`src/hw/crsd_pkg.sv`:
```
// crsd_pkg: constants and types of the control mode strap decoder
// assumes: shared by the strap sense, decode and top modules
package crsd_pkg;

    // ------------------------------------------------------------
    // strap indices and counts
    // ------------------------------------------------------------
    localparam int NUM_STRAPS    = 6;
    localparam int IDX_SWING     = 0;
    localparam int IDX_EDGE      = 1;
    localparam int IDX_CAL       = 2;
    localparam int IDX_RANGE     = 3;
    localparam int IDX_MODE      = 4;
    localparam int IDX_SECOND    = 5;
    localparam int STABLE_CYCLES = 4;
    localparam int STABLE_W      = 3;

    // ------------------------------------------------------------
    // register map and field positions
    // ------------------------------------------------------------
    localparam logic [7:0] ADR_CTRL    = 8'h00;
    localparam logic [7:0] ADR_STATUS  = 8'h04;
    localparam logic [7:0] ADR_LEVELS  = 8'h08;
    localparam logic [7:0] ADR_CHANGES = 8'h0c;
    localparam int CTRL_HOLD_BIT       = 0;
    localparam int CTRL_RESYNC_BIT     = 1;
    localparam int STATUS_SETTLED_BIT  = 7;
    localparam int STATUS_HELD_BIT     = 8;

    // ------------------------------------------------------------
    // types and reset values
    // ------------------------------------------------------------
    typedef enum logic [1:0] {
        LVL_LOW   = 2'h0,
        LVL_HIGH  = 2'h1,
        LVL_FLOAT = 2'h2
    } crsd_level_type;

    typedef enum logic [2:0] {
        ST_SETTLE = 3'h1,
        ST_RUN    = 3'h2,
        ST_HELD   = 3'h4
    } crsd_state_type;

    typedef struct packed {
        logic ext_mode;
        logic range_normal;
        logic swing_normal;
        logic launch_pos;
        logic ddr;
        logic cal_long;
        logic des;
    } crsd_settings_type;

    localparam crsd_settings_type RST_SETTINGS = 7'h38;
    localparam logic              RST_HOLD     = 1'b0;
    localparam logic [7:0]        RST_CHANGES  = 8'h00;

endpackage

```
`src/hw/crsd_strap_if.sv`:
```
// crsd_strap_if: decoded strap levels and settings between submodules
// assumes: one sense, one decode and one core end, same clock
`timescale 1ns/10ps
interface crsd_strap_if;
    crsd_pkg::crsd_level_type [crsd_pkg::NUM_STRAPS-1:0] lvls;
    logic [2:0]                                          raw;
    crsd_pkg::crsd_settings_type                         dec;

    modport sense  (output lvls, output raw);
    modport decode (input lvls, output dec);
    modport core   (input lvls, input raw, input dec);
endinterface

```
`src/hw/crsd_strap_sense.sv`:
```
// crsd_strap_sense: synchronises strap pad senses, yields three levels
// assumes: pads sensed once with weak pull-up and once with pull-down
`timescale 1ns/10ps
module crsd_strap_sense #(
    parameter int N = crsd_pkg::NUM_STRAPS
) (
    // clock, reset, enable
    input  wire logic         clk_i,
    input  wire logic         rst_i,
    input  wire logic         ce_i,
    // pad senses
    input  wire logic [N-1:0] up_i,
    input  wire logic [N-1:0] dn_i,
    // decoded levels
    crsd_strap_if.sense       sif
);
    typedef struct packed {
        logic [N-1:0]                        up1;
        logic [N-1:0]                        dn1;
        logic [N-1:0]                        up2;
        logic [N-1:0]                        dn2;
        crsd_pkg::crsd_level_type [N-1:0]    lvl;
    } crsd_sense_state_type;

    crsd_sense_state_type             st;
    crsd_sense_state_type             next_st;
    crsd_pkg::crsd_level_type [N-1:0] lvl_c;

    // up and down senses agree: driven; disagree: floating
    for (genvar g = 0; g < N; g++) begin : g_lvl
        assign lvl_c[g] = (st.up2[g] & st.dn2[g])   ? crsd_pkg::LVL_HIGH :
                          (!st.up2[g] & !st.dn2[g]) ? crsd_pkg::LVL_LOW  :
                                                      crsd_pkg::LVL_FLOAT;
    end

    always_comb begin
        next_st = st;
        if (rst_i) begin
            next_st = '0;
        end else if (ce_i) begin
            next_st.up1 = up_i;
            next_st.dn1 = dn_i;
            next_st.up2 = st.up1;
            next_st.dn2 = st.dn1;
            next_st.lvl = lvl_c;
        end
    end

    always_ff @(posedge clk_i) begin
        st <= next_st;
    end

    assign sif.lvls = st.lvl;
    assign sif.raw  = {st.up2[crsd_pkg::IDX_CAL],
                       st.up2[crsd_pkg::IDX_EDGE],
                       st.up2[crsd_pkg::IDX_SWING]};
endmodule

```
`src/hw/crsd_mode_decode.sv`:
```
// crsd_mode_decode: maps strap levels onto mode and pin settings
// assumes: levels already synchronised; purely combinational
`timescale 1ns/10ps
module crsd_mode_decode (
    // levels in, settings out
    crsd_strap_if.decode sif
);
    crsd_pkg::crsd_level_type m;
    crsd_pkg::crsd_level_type s;
    crsd_pkg::crsd_level_type r;
    crsd_pkg::crsd_level_type e;
    crsd_pkg::crsd_level_type c;

    assign m = sif.lvls[crsd_pkg::IDX_MODE];
    assign s = sif.lvls[crsd_pkg::IDX_SECOND];
    assign r = sif.lvls[crsd_pkg::IDX_RANGE];
    assign e = sif.lvls[crsd_pkg::IDX_EDGE];
    assign c = sif.lvls[crsd_pkg::IDX_CAL];

    always_comb begin
        sif.dec = crsd_pkg::RST_SETTINGS;
        if (m == crsd_pkg::LVL_LOW) begin
            sif.dec.ext_mode = 1'b1;
        end else if (m == crsd_pkg::LVL_FLOAT &&
                     s != crsd_pkg::LVL_LOW) begin
            sif.dec.ext_mode = (r == crsd_pkg::LVL_FLOAT);
        end else begin
            sif.dec.ext_mode = 1'b0;
        end
        // pin functions only in pin-control mode
        if (!sif.dec.ext_mode) begin
            sif.dec.range_normal = (r != crsd_pkg::LVL_LOW);
            sif.dec.swing_normal = (sif.lvls[crsd_pkg::IDX_SWING]
                                    != crsd_pkg::LVL_LOW);
            sif.dec.ddr          = (e == crsd_pkg::LVL_FLOAT);
            sif.dec.launch_pos   = (e != crsd_pkg::LVL_LOW);
            sif.dec.cal_long     = (c == crsd_pkg::LVL_HIGH);
            sif.dec.des          = (c == crsd_pkg::LVL_FLOAT);
        end
    end
endmodule

```
`src/hw/crsd_top.sv`:
```
// crsd_top: control mode strap decoder with a classic wishbone slave
// assumes: strap pads sensed as pull-up/pull-down pairs, async to clk_i
`timescale 1ns/10ps
module crsd_top #(
    parameter int AW = 8
) (
    // clock, reset, enable
    input  wire logic                     clk_i,
    input  wire logic                     rst_i,
    input  wire logic                     ce_i,
    // strap pad senses
    input  wire logic [crsd_pkg::NUM_STRAPS-1:0] strap_sense_up_i,
    input  wire logic [crsd_pkg::NUM_STRAPS-1:0] strap_sense_dn_i,
    // wishbone slave
    input  wire logic [AW-1:0]            wb_adr_i,
    input  wire logic [31:0]              wb_dat_i,
    input  wire logic [3:0]               wb_sel_i,
    input  wire logic                     wb_we_i,
    input  wire logic                     wb_cyc_i,
    input  wire logic                     wb_stb_i,
    output logic      [31:0]              wb_dat_o,
    output logic                          wb_ack_o,
    // converter core settings
    output logic                          ext_mode_o,
    output logic                          input_full_scale_range_o,
    output logic                          output_swing_level_o,
    output logic                          output_launch_edge_o,
    output logic                          output_data_clock_ddr_o,
    output logic                          calibration_delay_select_o,
    output logic                          dual_edge_sampling_o,
    output logic                          settled_o,
    // serial configuration port
    output logic                          serial_config_enable_o,
    output logic                          serial_config_clock_o,
    output logic                          serial_config_data_o,
    output logic                          serial_config_select_n_o
);

    // ------------------------------------------------------------
    // state
    // ------------------------------------------------------------
    typedef crsd_pkg::crsd_level_type [crsd_pkg::NUM_STRAPS-1:0]
        crsd_levels_type;

    typedef struct packed {
        logic                        ack;
        logic [31:0]                 rdat;
        logic                        hold;
        crsd_pkg::crsd_state_type    fsm;
        logic [crsd_pkg::STABLE_W-1:0] cnt;
        crsd_levels_type             last;
        crsd_pkg::crsd_settings_type set;
        logic [7:0]                  changes;
        logic                        sclk;
        logic                        sdat;
        logic                        scs_n;
    } crsd_top_state_type;

    localparam logic [crsd_pkg::STABLE_W-1:0] CNT_MAX =
        crsd_pkg::STABLE_W'(crsd_pkg::STABLE_CYCLES - 1);

    crsd_top_state_type st;
    crsd_top_state_type next_st;
    crsd_strap_if       sif ();

    logic               req;
    logic               wr_ctrl;
    logic               wr_changes;
    logic               same;
    logic               commit;
    logic               differs;
    logic [31:0]        rd_mux;
    logic [AW-1:0]      adr_w;

    // ------------------------------------------------------------
    // submodules
    // ------------------------------------------------------------
    crsd_strap_sense #(
        .N    (crsd_pkg::NUM_STRAPS)
    ) u_sense (
        .clk_i (clk_i),
        .rst_i (rst_i),
        .ce_i  (ce_i),
        .up_i  (strap_sense_up_i),
        .dn_i  (strap_sense_dn_i),
        .sif   (sif.sense)
    );

    crsd_mode_decode u_decode (
        .sif (sif.decode)
    );

    // ------------------------------------------------------------
    // bus decode
    // ------------------------------------------------------------
    assign adr_w      = wb_adr_i;
    assign req        = wb_cyc_i & wb_stb_i & ~st.ack;
    assign wr_ctrl    = req & wb_we_i & wb_sel_i[0] &
                        (adr_w == AW'(crsd_pkg::ADR_CTRL));
    assign wr_changes = req & wb_we_i & wb_sel_i[0] &
                        (adr_w == AW'(crsd_pkg::ADR_CHANGES));

    // unmapped addresses read as zero
    always_comb begin
        rd_mux = 32'h0000_0000;
        if (adr_w == AW'(crsd_pkg::ADR_CTRL)) begin
            rd_mux[crsd_pkg::CTRL_HOLD_BIT] = st.hold;
        end else if (adr_w == AW'(crsd_pkg::ADR_STATUS)) begin
            rd_mux[6:0] = st.set;
            rd_mux[crsd_pkg::STATUS_SETTLED_BIT] =
                (st.fsm != crsd_pkg::ST_SETTLE);
            rd_mux[crsd_pkg::STATUS_HELD_BIT] =
                (st.fsm == crsd_pkg::ST_HELD);
        end else if (adr_w == AW'(crsd_pkg::ADR_LEVELS)) begin
            rd_mux[11:0] = st.last;
        end else if (adr_w == AW'(crsd_pkg::ADR_CHANGES)) begin
            rd_mux[7:0] = st.changes;
        end
    end

    // ------------------------------------------------------------
    // stability filter
    // ------------------------------------------------------------
    // a level must sit unchanged for several cycles before it counts,
    // so a strap caught mid-swing never flips the converter's mode
    assign same    = (sif.lvls == st.last);
    assign commit  = ce_i & ~st.hold & same & (st.cnt == CNT_MAX);
    assign differs = (sif.dec != st.set);

    // ------------------------------------------------------------
    // next state
    // ------------------------------------------------------------
    always_comb begin
        next_st = st;
        if (rst_i) begin
            next_st.ack     = 1'b0;
            next_st.rdat    = 32'h0000_0000;
            next_st.hold    = crsd_pkg::RST_HOLD;
            next_st.fsm     = crsd_pkg::ST_SETTLE;
            next_st.cnt     = '0;
            next_st.last    = '{default: crsd_pkg::LVL_LOW};
            next_st.set     = crsd_pkg::RST_SETTINGS;
            next_st.changes = crsd_pkg::RST_CHANGES;
            next_st.sclk    = 1'b0;
            next_st.sdat    = 1'b0;
            next_st.scs_n   = 1'b1;
        end else if (ce_i) begin
            // bus answer one cycle after the request
            next_st.ack  = req;
            next_st.rdat = req ? rd_mux : st.rdat;
            if (wr_ctrl) begin
                next_st.hold = wb_dat_i[crsd_pkg::CTRL_HOLD_BIT];
            end

            // level tracking
            if (!same) begin
                next_st.last = sif.lvls;
                next_st.cnt  = '0;
            end else if (st.cnt != CNT_MAX) begin
                next_st.cnt = st.cnt + 1'b1;
            end

            // settings change only on a stable commit
            if (commit) begin
                next_st.set = sif.dec;
            end

            // change counter: an update beats a clear in the same cycle
            if (commit && differs && st.changes != 8'hff) begin
                next_st.changes = st.changes + 8'h01;
            end else if (wr_changes && !(commit && differs)) begin
                next_st.changes = 8'h00;
            end

            unique case (st.fsm)
                crsd_pkg::ST_SETTLE: begin
                    if (commit) begin
                        next_st.fsm = crsd_pkg::ST_RUN;
                    end
                end
                crsd_pkg::ST_RUN: begin
                    if (st.hold) begin
                        next_st.fsm = crsd_pkg::ST_HELD;
                    end
                end
                crsd_pkg::ST_HELD: begin
                    if (!st.hold) begin
                        next_st.fsm = crsd_pkg::ST_RUN;
                    end
                end
            endcase

            // resync restarts the settle window
            if (wr_ctrl && wb_dat_i[crsd_pkg::CTRL_RESYNC_BIT]) begin
                next_st.cnt = '0;
                next_st.fsm = crsd_pkg::ST_SETTLE;
            end

            // serial port follows the mode being entered
            if (next_st.set.ext_mode) begin
                next_st.sclk  = sif.raw[0];
                next_st.sdat  = sif.raw[1];
                next_st.scs_n = sif.raw[2];
            end else begin
                next_st.sclk  = 1'b0;
                next_st.sdat  = 1'b0;
                next_st.scs_n = 1'b1;
            end
        end
    end

    always_ff @(posedge clk_i) begin
        st <= next_st;
    end

    // ------------------------------------------------------------
    // outputs
    // ------------------------------------------------------------
    assign wb_ack_o                   = st.ack;
    assign wb_dat_o                   = st.rdat;
    assign ext_mode_o                 = st.set.ext_mode;
    assign input_full_scale_range_o   = st.set.range_normal;
    assign output_swing_level_o       = st.set.swing_normal;
    assign output_launch_edge_o       = st.set.launch_pos;
    assign output_data_clock_ddr_o    = st.set.ddr;
    assign calibration_delay_select_o = st.set.cal_long;
    assign dual_edge_sampling_o       = st.set.des;
    assign settled_o                  = (st.fsm != crsd_pkg::ST_SETTLE);
    assign serial_config_enable_o     = st.set.ext_mode;
    assign serial_config_clock_o      = st.sclk;
    assign serial_config_data_o       = st.sdat;
    assign serial_config_select_n_o   = st.scs_n;

    // ------------------------------------------------------------
    // assertions
    // ------------------------------------------------------------
    AST_PIN_MODE_HIGH: assert property (
        @(posedge clk_i) disable iff (rst_i)
        (commit && sif.lvls[crsd_pkg::IDX_MODE] == crsd_pkg::LVL_HIGH)
        |=> !ext_mode_o && !serial_config_enable_o)
        else $error("mode strap high did not give pin control");

    AST_SERIAL_QUIET: assert property (
        @(posedge clk_i) disable iff (rst_i)
        (!ext_mode_o && $past(!ext_mode_o))
        |-> (!serial_config_clock_o && !serial_config_data_o
             && serial_config_select_n_o))
        else $error("serial port moved in pin control mode");

    AST_RANGE_DECIDES: assert property (
        @(posedge clk_i) disable iff (rst_i)
        (commit && sif.lvls[crsd_pkg::IDX_MODE] == crsd_pkg::LVL_FLOAT
         && sif.lvls[crsd_pkg::IDX_SECOND] != crsd_pkg::LVL_LOW
         && sif.lvls[crsd_pkg::IDX_RANGE] != crsd_pkg::LVL_FLOAT)
        |=> !ext_mode_o)
        else $error("driven range strap did not give pin control");

    AST_EXT_ENTRY: assert property (
        @(posedge clk_i) disable iff (rst_i)
        (commit && (sif.lvls[crsd_pkg::IDX_MODE] == crsd_pkg::LVL_LOW
         || (sif.lvls[crsd_pkg::IDX_MODE] == crsd_pkg::LVL_FLOAT
             && sif.lvls[crsd_pkg::IDX_SECOND] != crsd_pkg::LVL_LOW
             && sif.lvls[crsd_pkg::IDX_RANGE] == crsd_pkg::LVL_FLOAT)))
        |=> ext_mode_o && serial_config_enable_o)
        else $error("extended mode not entered");

    AST_RANGE_SEL: assert property (
        @(posedge clk_i) disable iff (rst_i)
        (commit && !sif.dec.ext_mode)
        |=> (input_full_scale_range_o ==
             ($past(sif.lvls[crsd_pkg::IDX_RANGE]) != crsd_pkg::LVL_LOW)))
        else $error("full scale range does not follow range strap");

    AST_SWING_SEL: assert property (
        @(posedge clk_i) disable iff (rst_i)
        (commit && !sif.dec.ext_mode
         && sif.lvls[crsd_pkg::IDX_SWING] == crsd_pkg::LVL_LOW)
        |=> !output_swing_level_o)
        else $error("swing strap low did not reduce swing");

    AST_EDGE_SEL: assert property (
        @(posedge clk_i) disable iff (rst_i)
        (commit && !sif.dec.ext_mode
         && sif.lvls[crsd_pkg::IDX_EDGE] != crsd_pkg::LVL_FLOAT)
        |=> !output_data_clock_ddr_o && (output_launch_edge_o ==
            ($past(sif.lvls[crsd_pkg::IDX_EDGE]) == crsd_pkg::LVL_HIGH)))
        else $error("launch edge does not follow edge strap");

    AST_DDR_SEL: assert property (
        @(posedge clk_i) disable iff (rst_i)
        (commit && !sif.dec.ext_mode
         && sif.lvls[crsd_pkg::IDX_EDGE] == crsd_pkg::LVL_FLOAT)
        |=> output_data_clock_ddr_o)
        else $error("floating edge strap did not give ddr");

    AST_CAL_SEL: assert property (
        @(posedge clk_i) disable iff (rst_i)
        (commit && !sif.dec.ext_mode
         && sif.lvls[crsd_pkg::IDX_CAL] != crsd_pkg::LVL_FLOAT)
        |=> !dual_edge_sampling_o && (calibration_delay_select_o ==
            ($past(sif.lvls[crsd_pkg::IDX_CAL]) == crsd_pkg::LVL_HIGH)))
        else $error("calibration delay does not follow strap");

    AST_DES_SEL: assert property (
        @(posedge clk_i) disable iff (rst_i)
        (commit && !sif.dec.ext_mode
         && sif.lvls[crsd_pkg::IDX_CAL] == crsd_pkg::LVL_FLOAT)
        |=> dual_edge_sampling_o && !calibration_delay_select_o)
        else $error("floating calibration strap did not give des");

    AST_SERIAL_MAP: assert property (
        @(posedge clk_i) disable iff (rst_i)
        (ce_i && next_st.set.ext_mode)
        |=> (serial_config_clock_o == $past(sif.raw[0]))
            && (serial_config_data_o == $past(sif.raw[1]))
            && (serial_config_select_n_o == $past(sif.raw[2])))
        else $error("serial lines not mapped from straps");

    AST_STABLE_ONLY: assert property (
        @(posedge clk_i) disable iff (rst_i)
        ($changed(st.set) && !$past(rst_i)) |-> $past(commit))
        else $error("settings changed without stable commit");

    AST_WB_ACK: assert property (
        @(posedge clk_i) disable iff (rst_i)
        (ce_i && wb_cyc_i && wb_stb_i && !wb_ack_o)
        |=> wb_ack_o ##1 !wb_ack_o)
        else $error("wishbone ack not a one cycle answer");

endmodule

```
`config.mk`:
```
export PLATFORM = sky130hd
export DESIGN_NAME = crsd_top
export DESIGN_NICKNAME = d
export VERILOG_FILES = /design/src/hw/crsd_pkg.sv /design/src/hw/crsd_strap_if.sv /design/src/hw/crsd_strap_sense.sv /design/src/hw/crsd_mode_decode.sv /design/src/hw/crsd_top.sv
export SDC_FILE = /design/constraint.sdc
export NUM_CORES = 1
export LEC_CHECK = 0
export BUFFER_PORTS_ARGS = -buffer_cell sky130_fd_sc_hd__buf_2
export CELL_PAD_IN_SITES_DETAIL_PLACEMENT = 1
export CELL_PAD_IN_SITES_GLOBAL_PLACEMENT = 1
export CORE_MARGIN = 2
export CORE_UTILIZATION = 40
export CTS_BUF_LIST = sky130_fd_sc_hd__clkbuf_4 sky130_fd_sc_hd__clkbuf_8
export CTS_CLUSTER_SIZE = 10
export DETAILED_ROUTE_END_ITERATION = 10
export PLACE_DENSITY_LB_ADDON = 0.1
export SYNTH_ARGS = -nofsm -noshare
export SYNTH_HDL_FRONTEND = slang
export SYNTH_HIERARCHICAL = 1
export SYNTH_SLANG_ARGS = --single-unit
```
`constraint.sdc`:
```
create_clock -name clk_i -period 6.8 [get_ports clk_i]
set_clock_uncertainty 0.2 [all_clocks]
set_input_delay 0.68 -clock clk_i [delete_from_list [all_inputs] [get_ports clk_i]]
set_output_delay 0.68 -clock clk_i [all_outputs]
set_load 0.1 [all_outputs]
```
# After elaboration in Yosys (flattened, before gate mapping)
# Index checks and enable logic that the tools add are counted.
dict set report word_totals {
  register_bits 86
  in_bits 62
  elab_cells 147
}
dict set report classes {
  addsub 2
  n_eq_ne 22
  mux 35
  bitwise_logic 24
  n_reduce_logical 32
}
# cell count
set ops {}
lappend ops {{two-way mux 8 bit} 4}
lappend ops {{two-way mux 2 bit} 12}
lappend ops {{bitwise AND 1 bit} 21}
lappend ops {{two-way mux 3 bit} 7}
lappend ops {{two-way mux 7 bit} 3}
lappend ops {{equality test 8 x 4 -> 1 bit (second input constant)} 2}
lappend ops {{zero test 1 bit} 13}
lappend ops {{equality test 12 bit} 1}
lappend ops {{two-way mux 6 bit} 2}
lappend ops {{AND reduction 2 bit} 6}
lappend ops {{two-way mux 11 bit} 1}
lappend ops {{nonzero test 2 bit} 5}
lappend ops {{two-way mux 9 bit} 1}
lappend ops {{inequality test 3 x 2 -> 1 bit (second input constant)} 3}
lappend ops {{case mux 3 bit (3 select lines)} 1}
lappend ops {{adder 8 x 1 -> 8 bit (second input constant)} 1}
lappend ops {{equality test 2 bit (second input constant)} 4}
lappend ops {{equality test 8 x 3 -> 1 bit (second input constant)} 1}
lappend ops {{zero test 8 bit} 1}
lappend ops {{inequality test 8 bit (second input constant)} 1}
lappend ops {{inequality test 7 bit} 1}
lappend ops {{equality test 3 x 2 -> 1 bit (second input constant)} 2}
lappend ops {{inequality test 3 x 1 -> 1 bit (second input constant)} 2}
lappend ops {{inequality test 3 bit (second input constant)} 2}
lappend ops {{other kinds (10)} 18}

# Longest topological paths before layout
dict set report logic_depth {
  word_depth 11
  mapped_depth 10
  mapped_depth_nobuf 8
}

# Cells and area by module
# Netlist, hierarchy kept.
# module n_inst cells_per_inst area_per_inst_um2 seq_area_each_um2
set by_module_without_submodules {}
lappend by_module_without_submodules {crsd_top 1 341 2930.3 1001.0}
lappend by_module_without_submodules {crsd_strap_sense 1 137 1493.9 720.7}
lappend by_module_without_submodules {crsd_mode_decode 1 15 107.6 0.0}

# Worst setup path before layout
# OpenSTA, ideal clock, no wires.
dict set report synth_timing {
  path_type {register -> register}
  start {register st, in the netlist output_data_clock_ddr_o}
  end {register st[6] (netlist name)}
  arrival_ns 2.249
  t_required_ns 6.499
  slack_ns 4.250
  stages_incl_launch_ff 7
  period_less_slack_ns 2.550
  path_cell_list {dfxtp_1 > xor2_1 > nor4_1 > nand2_1 > and3_1 > clkbuf_1 > o41ai_1}
}
dict set report synth_between {
  elab_chain_len 6
}
# item line_no
set synth_rtl {}
lappend synth_rtl {{from (decl)} crsd_top.sv:62} ;# crsd_top_state_type st;
lappend synth_rtl {{from (signal assigned)} crsd_top.sv:213} ;# st <= next_st;
lappend synth_rtl {{inequality test 7 bit (*)} crsd_top.sv:128} ;# assign differs = (sif.dec != st.set);
lappend synth_rtl {{logical AND 1 bit (*)} {crsd_top.sv:169, crsd_top.sv:171}}
lappend synth_rtl {{zero test 1 bit} crsd_top.sv:171} ;# end else if (wr_changes && !(commit && differs)) begin
lappend synth_rtl {{logical AND 1 bit} crsd_top.sv:171}
lappend synth_rtl {{nonzero test 2 bit (no source line)} --}
lappend synth_rtl {{AND reduction 2 bit (no source line)} --}
# Mark *: on every way between the ends. The rest lies on a longest branch, timed or not.
# A chain may end at the register's enable or synchronous reset.

==> metrics.yaml <==
routing:
  wl_met2_um: 4790
  vias: 3434
  routedLengthMet1_um: 5330
  first_iter_violations: 146
  dr.pass1.iters: 4
  avgViaCountPerCell: 5.26
  maxUsedRoutingLayer: "met4"
  wl_per_cell_um: 16.4
  drc: 0
  wl_um: 10700
  ant_nets: 0
  met3_wirelength_um: 368
logic_synthesis:
  synth-main-ff-cell: "dfxtp_1"
  yosysWarningCount: 6
  synthMuxAreaShare: 0.131
  async_reset_ff_frac: 0
  netlist_area_um2: 4530
  synth_top_family_by_area: "simple AND/OR/NAND/NOR gates"
  synthXorXnorAreaFrac: 0.0406
  ys_seq_area_frac: 0.380
  synth_simple_gate_area_frac: 0.183
  synth_fa_ha_area_frac: 0.0248
  synth_area_leaders: "dfxtp_1, mux2i_1, buf_4"
  synth_compound_area_frac: 0.116
  synthCells: 493
  synth_edf_count: 0
  synth_area_leader_cell: "dfxtp_1"
  ys_types: 61
  syn_area_per_cell_um2: 9.19
  yosysTopAreaCellShare: 0.380
  ys_seq_elements: 86
sta:
  period_share: 0.420
  rsz0062_at_grt: "no"
  tns_ns: 0
  final-hold-violation-count: 0
  fmaxAchievable_ghz: 0.350
  relSlewSlack: 0.398
  layout_setup_ws_ns: 3.94
  drv_slew: 0
  tightest_slew_ns: 0.902
  period_needed_ns: 2.86
  setup_viol: 0
placed_design:
  place_congestion: 0.797
  portBuffers: 53
  post-dp-hpwl_um: 7620
  pre_cts_slack_ns: 3.59
global_routing:
  antenna_found_initial: 0
  grt_max_degree: 83
  grt_pass1_wl_um: 17500
  grt.total_usage: 0.176
  overflow: 0
  first_global_vias: 3384
clocking:
  clockBufferDepth: 2
  path_clk_slew_ns: 0.09
  cts_resized: 0
  numCtsBuffers: 9
  cts_setup_buffers: 0
  hold_buffers: 0
  cts_tree: "built"
  clk_latency_ns: 0.36
  cts-root-buf: "clkbuf_8"
  cts.htree.levels: 3
  clkSinkCount: 86
job:
  max_cap_violations: 0
setup_path:
  reg2reg_slack_ns: 3.94
  r2r-start: "u_sense/sif.lvls[7]"
  critical_path_peak_fanout: 8
  crit_path_start: "u_sense/sif.lvls[7]"
  r2r_cells: 8
  r2r-end: "st[5]"
  critPathMaxStageDelay_ns: 0.50
  cp-start-kind: "register"
  cp_cell_sequence: "nand2b_4 -> o21ai_4 -> a21oi_1 -> xor2_1 -> nor4_1 -> nand2_1 -> a211oi_4 -> o21ai_0"
  crit_slowest_cell: "a211oi_4"
  setup.worst_path.end: "st[5]"
  crit_type: "register to register"
  cp_data_arrival_time_ns: 2.89
  end_kind: "register"
  cp.required_ns: 6.83
finish:
  drive_above_1_share: 0.166
  num_antenna_cells: 0
  area_growth_pct: 5.47
  finalNetCount: 579
floorplan:
  core_area_um2: 10900
  die_area_um2: 12200
  fp.dieH_um: 110
  fp.dieW_um: 110
  pin_count: 107
  start_util: 0.414
  rows: 38
outcome:
  status: "completed"
hold_path:
  min_path_type: "register to register"
pwr:
  irDropWorstVdd_uv: 149
  p_leak_uw: 0.00200
  cellPowerDensity_nw_per_um2: 223
[report_power, final]
group	total, uW	switching [uW]	internal (uW)
sequential	522	8.41	514
clock	413	191	222
combinational	132	100	32.1
total	1070	299	768
[logic make-up (layout without fill, tap and decap cells)]
group                    after synthesis  in the layout
AND/OR/NAND/NOR                      162            162
flip-flops                            86             86
buffers and inverters                 84             85
AO/OA/AOI/OAI                         72             72
multiplexers                          58             58
XOR/XNOR                              21             21
adder cells (fa/ha/maj)                9              9
other                                  1             20
[cell usage after synthesis, types with 2 or more instances]
| cell | count |
|---|---|
| nor4b_1 | 3 |
| o31ai_1 | 4 |
| o21ai_0 | 14 |
| or3_1 | 2 |
| xnor2_1 | 14 |
| xor2_1 | 7 |
| nand3_1 | 6 |
| a21oi_1 | 14 |
| a22o_1 | 2 |
| or4_4 | 2 |
| o32ai_1 | 2 |
| nand3b_1 | 2 |
| buf_12 | 3 |
| a32oi_1 | 3 |
| nand2_1 | 24 |
| o211ai_1 | 7 |
| nand4b_1 | 2 |
| a221oi_1 | 6 |
| inv_1 | 13 |
| nor3_1 | 6 |
| nor2_1 | 75 |
| a211o_1 | 2 |
| o41ai_1 | 4 |
| a22oi_1 | 2 |
| a31oi_1 | 2 |
| nand2b_1 | 8 |
| a311o_1 | 2 |
| and3_1 | 6 |
| and2_1 | 6 |
| buf_4 | 50 |
| nor4_1 | 2 |
| nor2b_1 | 4 |
| buf_1 | 3 |
| nand4_1 | 3 |
| dfxtp_1 | 86 |
| clkbuf_1 | 11 |
| buf_2 | 3 |
| ha_1 | 9 |
| mux2i_1 | 57 |
[sequential cells by signal, summed over array words and instances, names as in the netlist, 3 cells and up]
signal            cells
st                   27
wb_dat_o             12
u_sense/st           21
u_sense/sif.raw       3
u_sense/sif.lvls     12
[per-stage QoR]
stage               cell area [um^2]  std cells   util  hold slack [ns]  power (uW)
global route                    4780        653  0.437            0.291        1110
floorplan                       4600        512      -            0.232         656
finish                          4780        653  0.437            0.255        1070
CTS                             4780        653  0.437            0.262        1080
global placement                4550        637  0.416            0.241         664
detailed placement              4550        637  0.416            0.249         667
[how the worst min path moves through the flow]
| stage | depth (start not counted) | startpoint | slack [ns] | end |
|---|---|---|---|---|
| 2_1_floorplan | 2 | wb_dat_o[7] | 0.23 | wb_dat_o[7] |
| 3_3_place_gp | 2 | wb_dat_o[5] | 0.24 | wb_dat_o[5] |
| 3_5_place_dp | 2 | wb_dat_o[2] | 0.25 | wb_dat_o[2] |
| 4_1_cts | 2 | wb_dat_o[2] | 0.26 | wb_dat_o[2] |
| 5_1_grt | 2 | wb_dat_o[2] | 0.29 | wb_dat_o[2] |
| 6_report | 2 | wb_dat_o[4] | 0.26 | wb_dat_o[4] |
[cell type report]
cell class              instances  area, um^2
inverters                      13        48.8
clock inverters                 5        82.6
well taps                     140         175
flip-flops and latches         86        1720
repair buffers                 56         288
multi-input cells             342        2320
fillers                      1324        6160
clock buffers                  11         145
[metal layers]
layer  GRT usage  up-vias
li1            -     1677
met1       0.243     1665
met2       0.268       75
met5           0        -
met3      0.0302       17
met4      0.0783        0
[worst max-delay path: cells and delay by family (launching register included)]
kind / cells / cell delay [ns]
AND/OR/NAND/NOR: 3 / 0.82
XOR/XNOR: 1 / 0.16
flip-flops: 1 / 0.48
AO/OA/AOI/OAI: 4 / 1.05
[cell usage in the layout (no fill, tap or decap), types with 6 or more instances in the layout]
cell type,count
conb_1,20
and3_1,6
xor2_1,7
nand3_1,6
dfxtp_1,86
xnor2_1,14
a21oi_1,14
nor3_1,6
o211ai_1,7
ha_1,9
mux2i_1,57
nor2_1,75
nand2_1,24
nand2b_1,8
a221oi_1,6
o21ai_0,14
inv_1,13
and2_1,6
buf_2,53
clkbuf_8,10
Power figures use the tool's default switching activity.
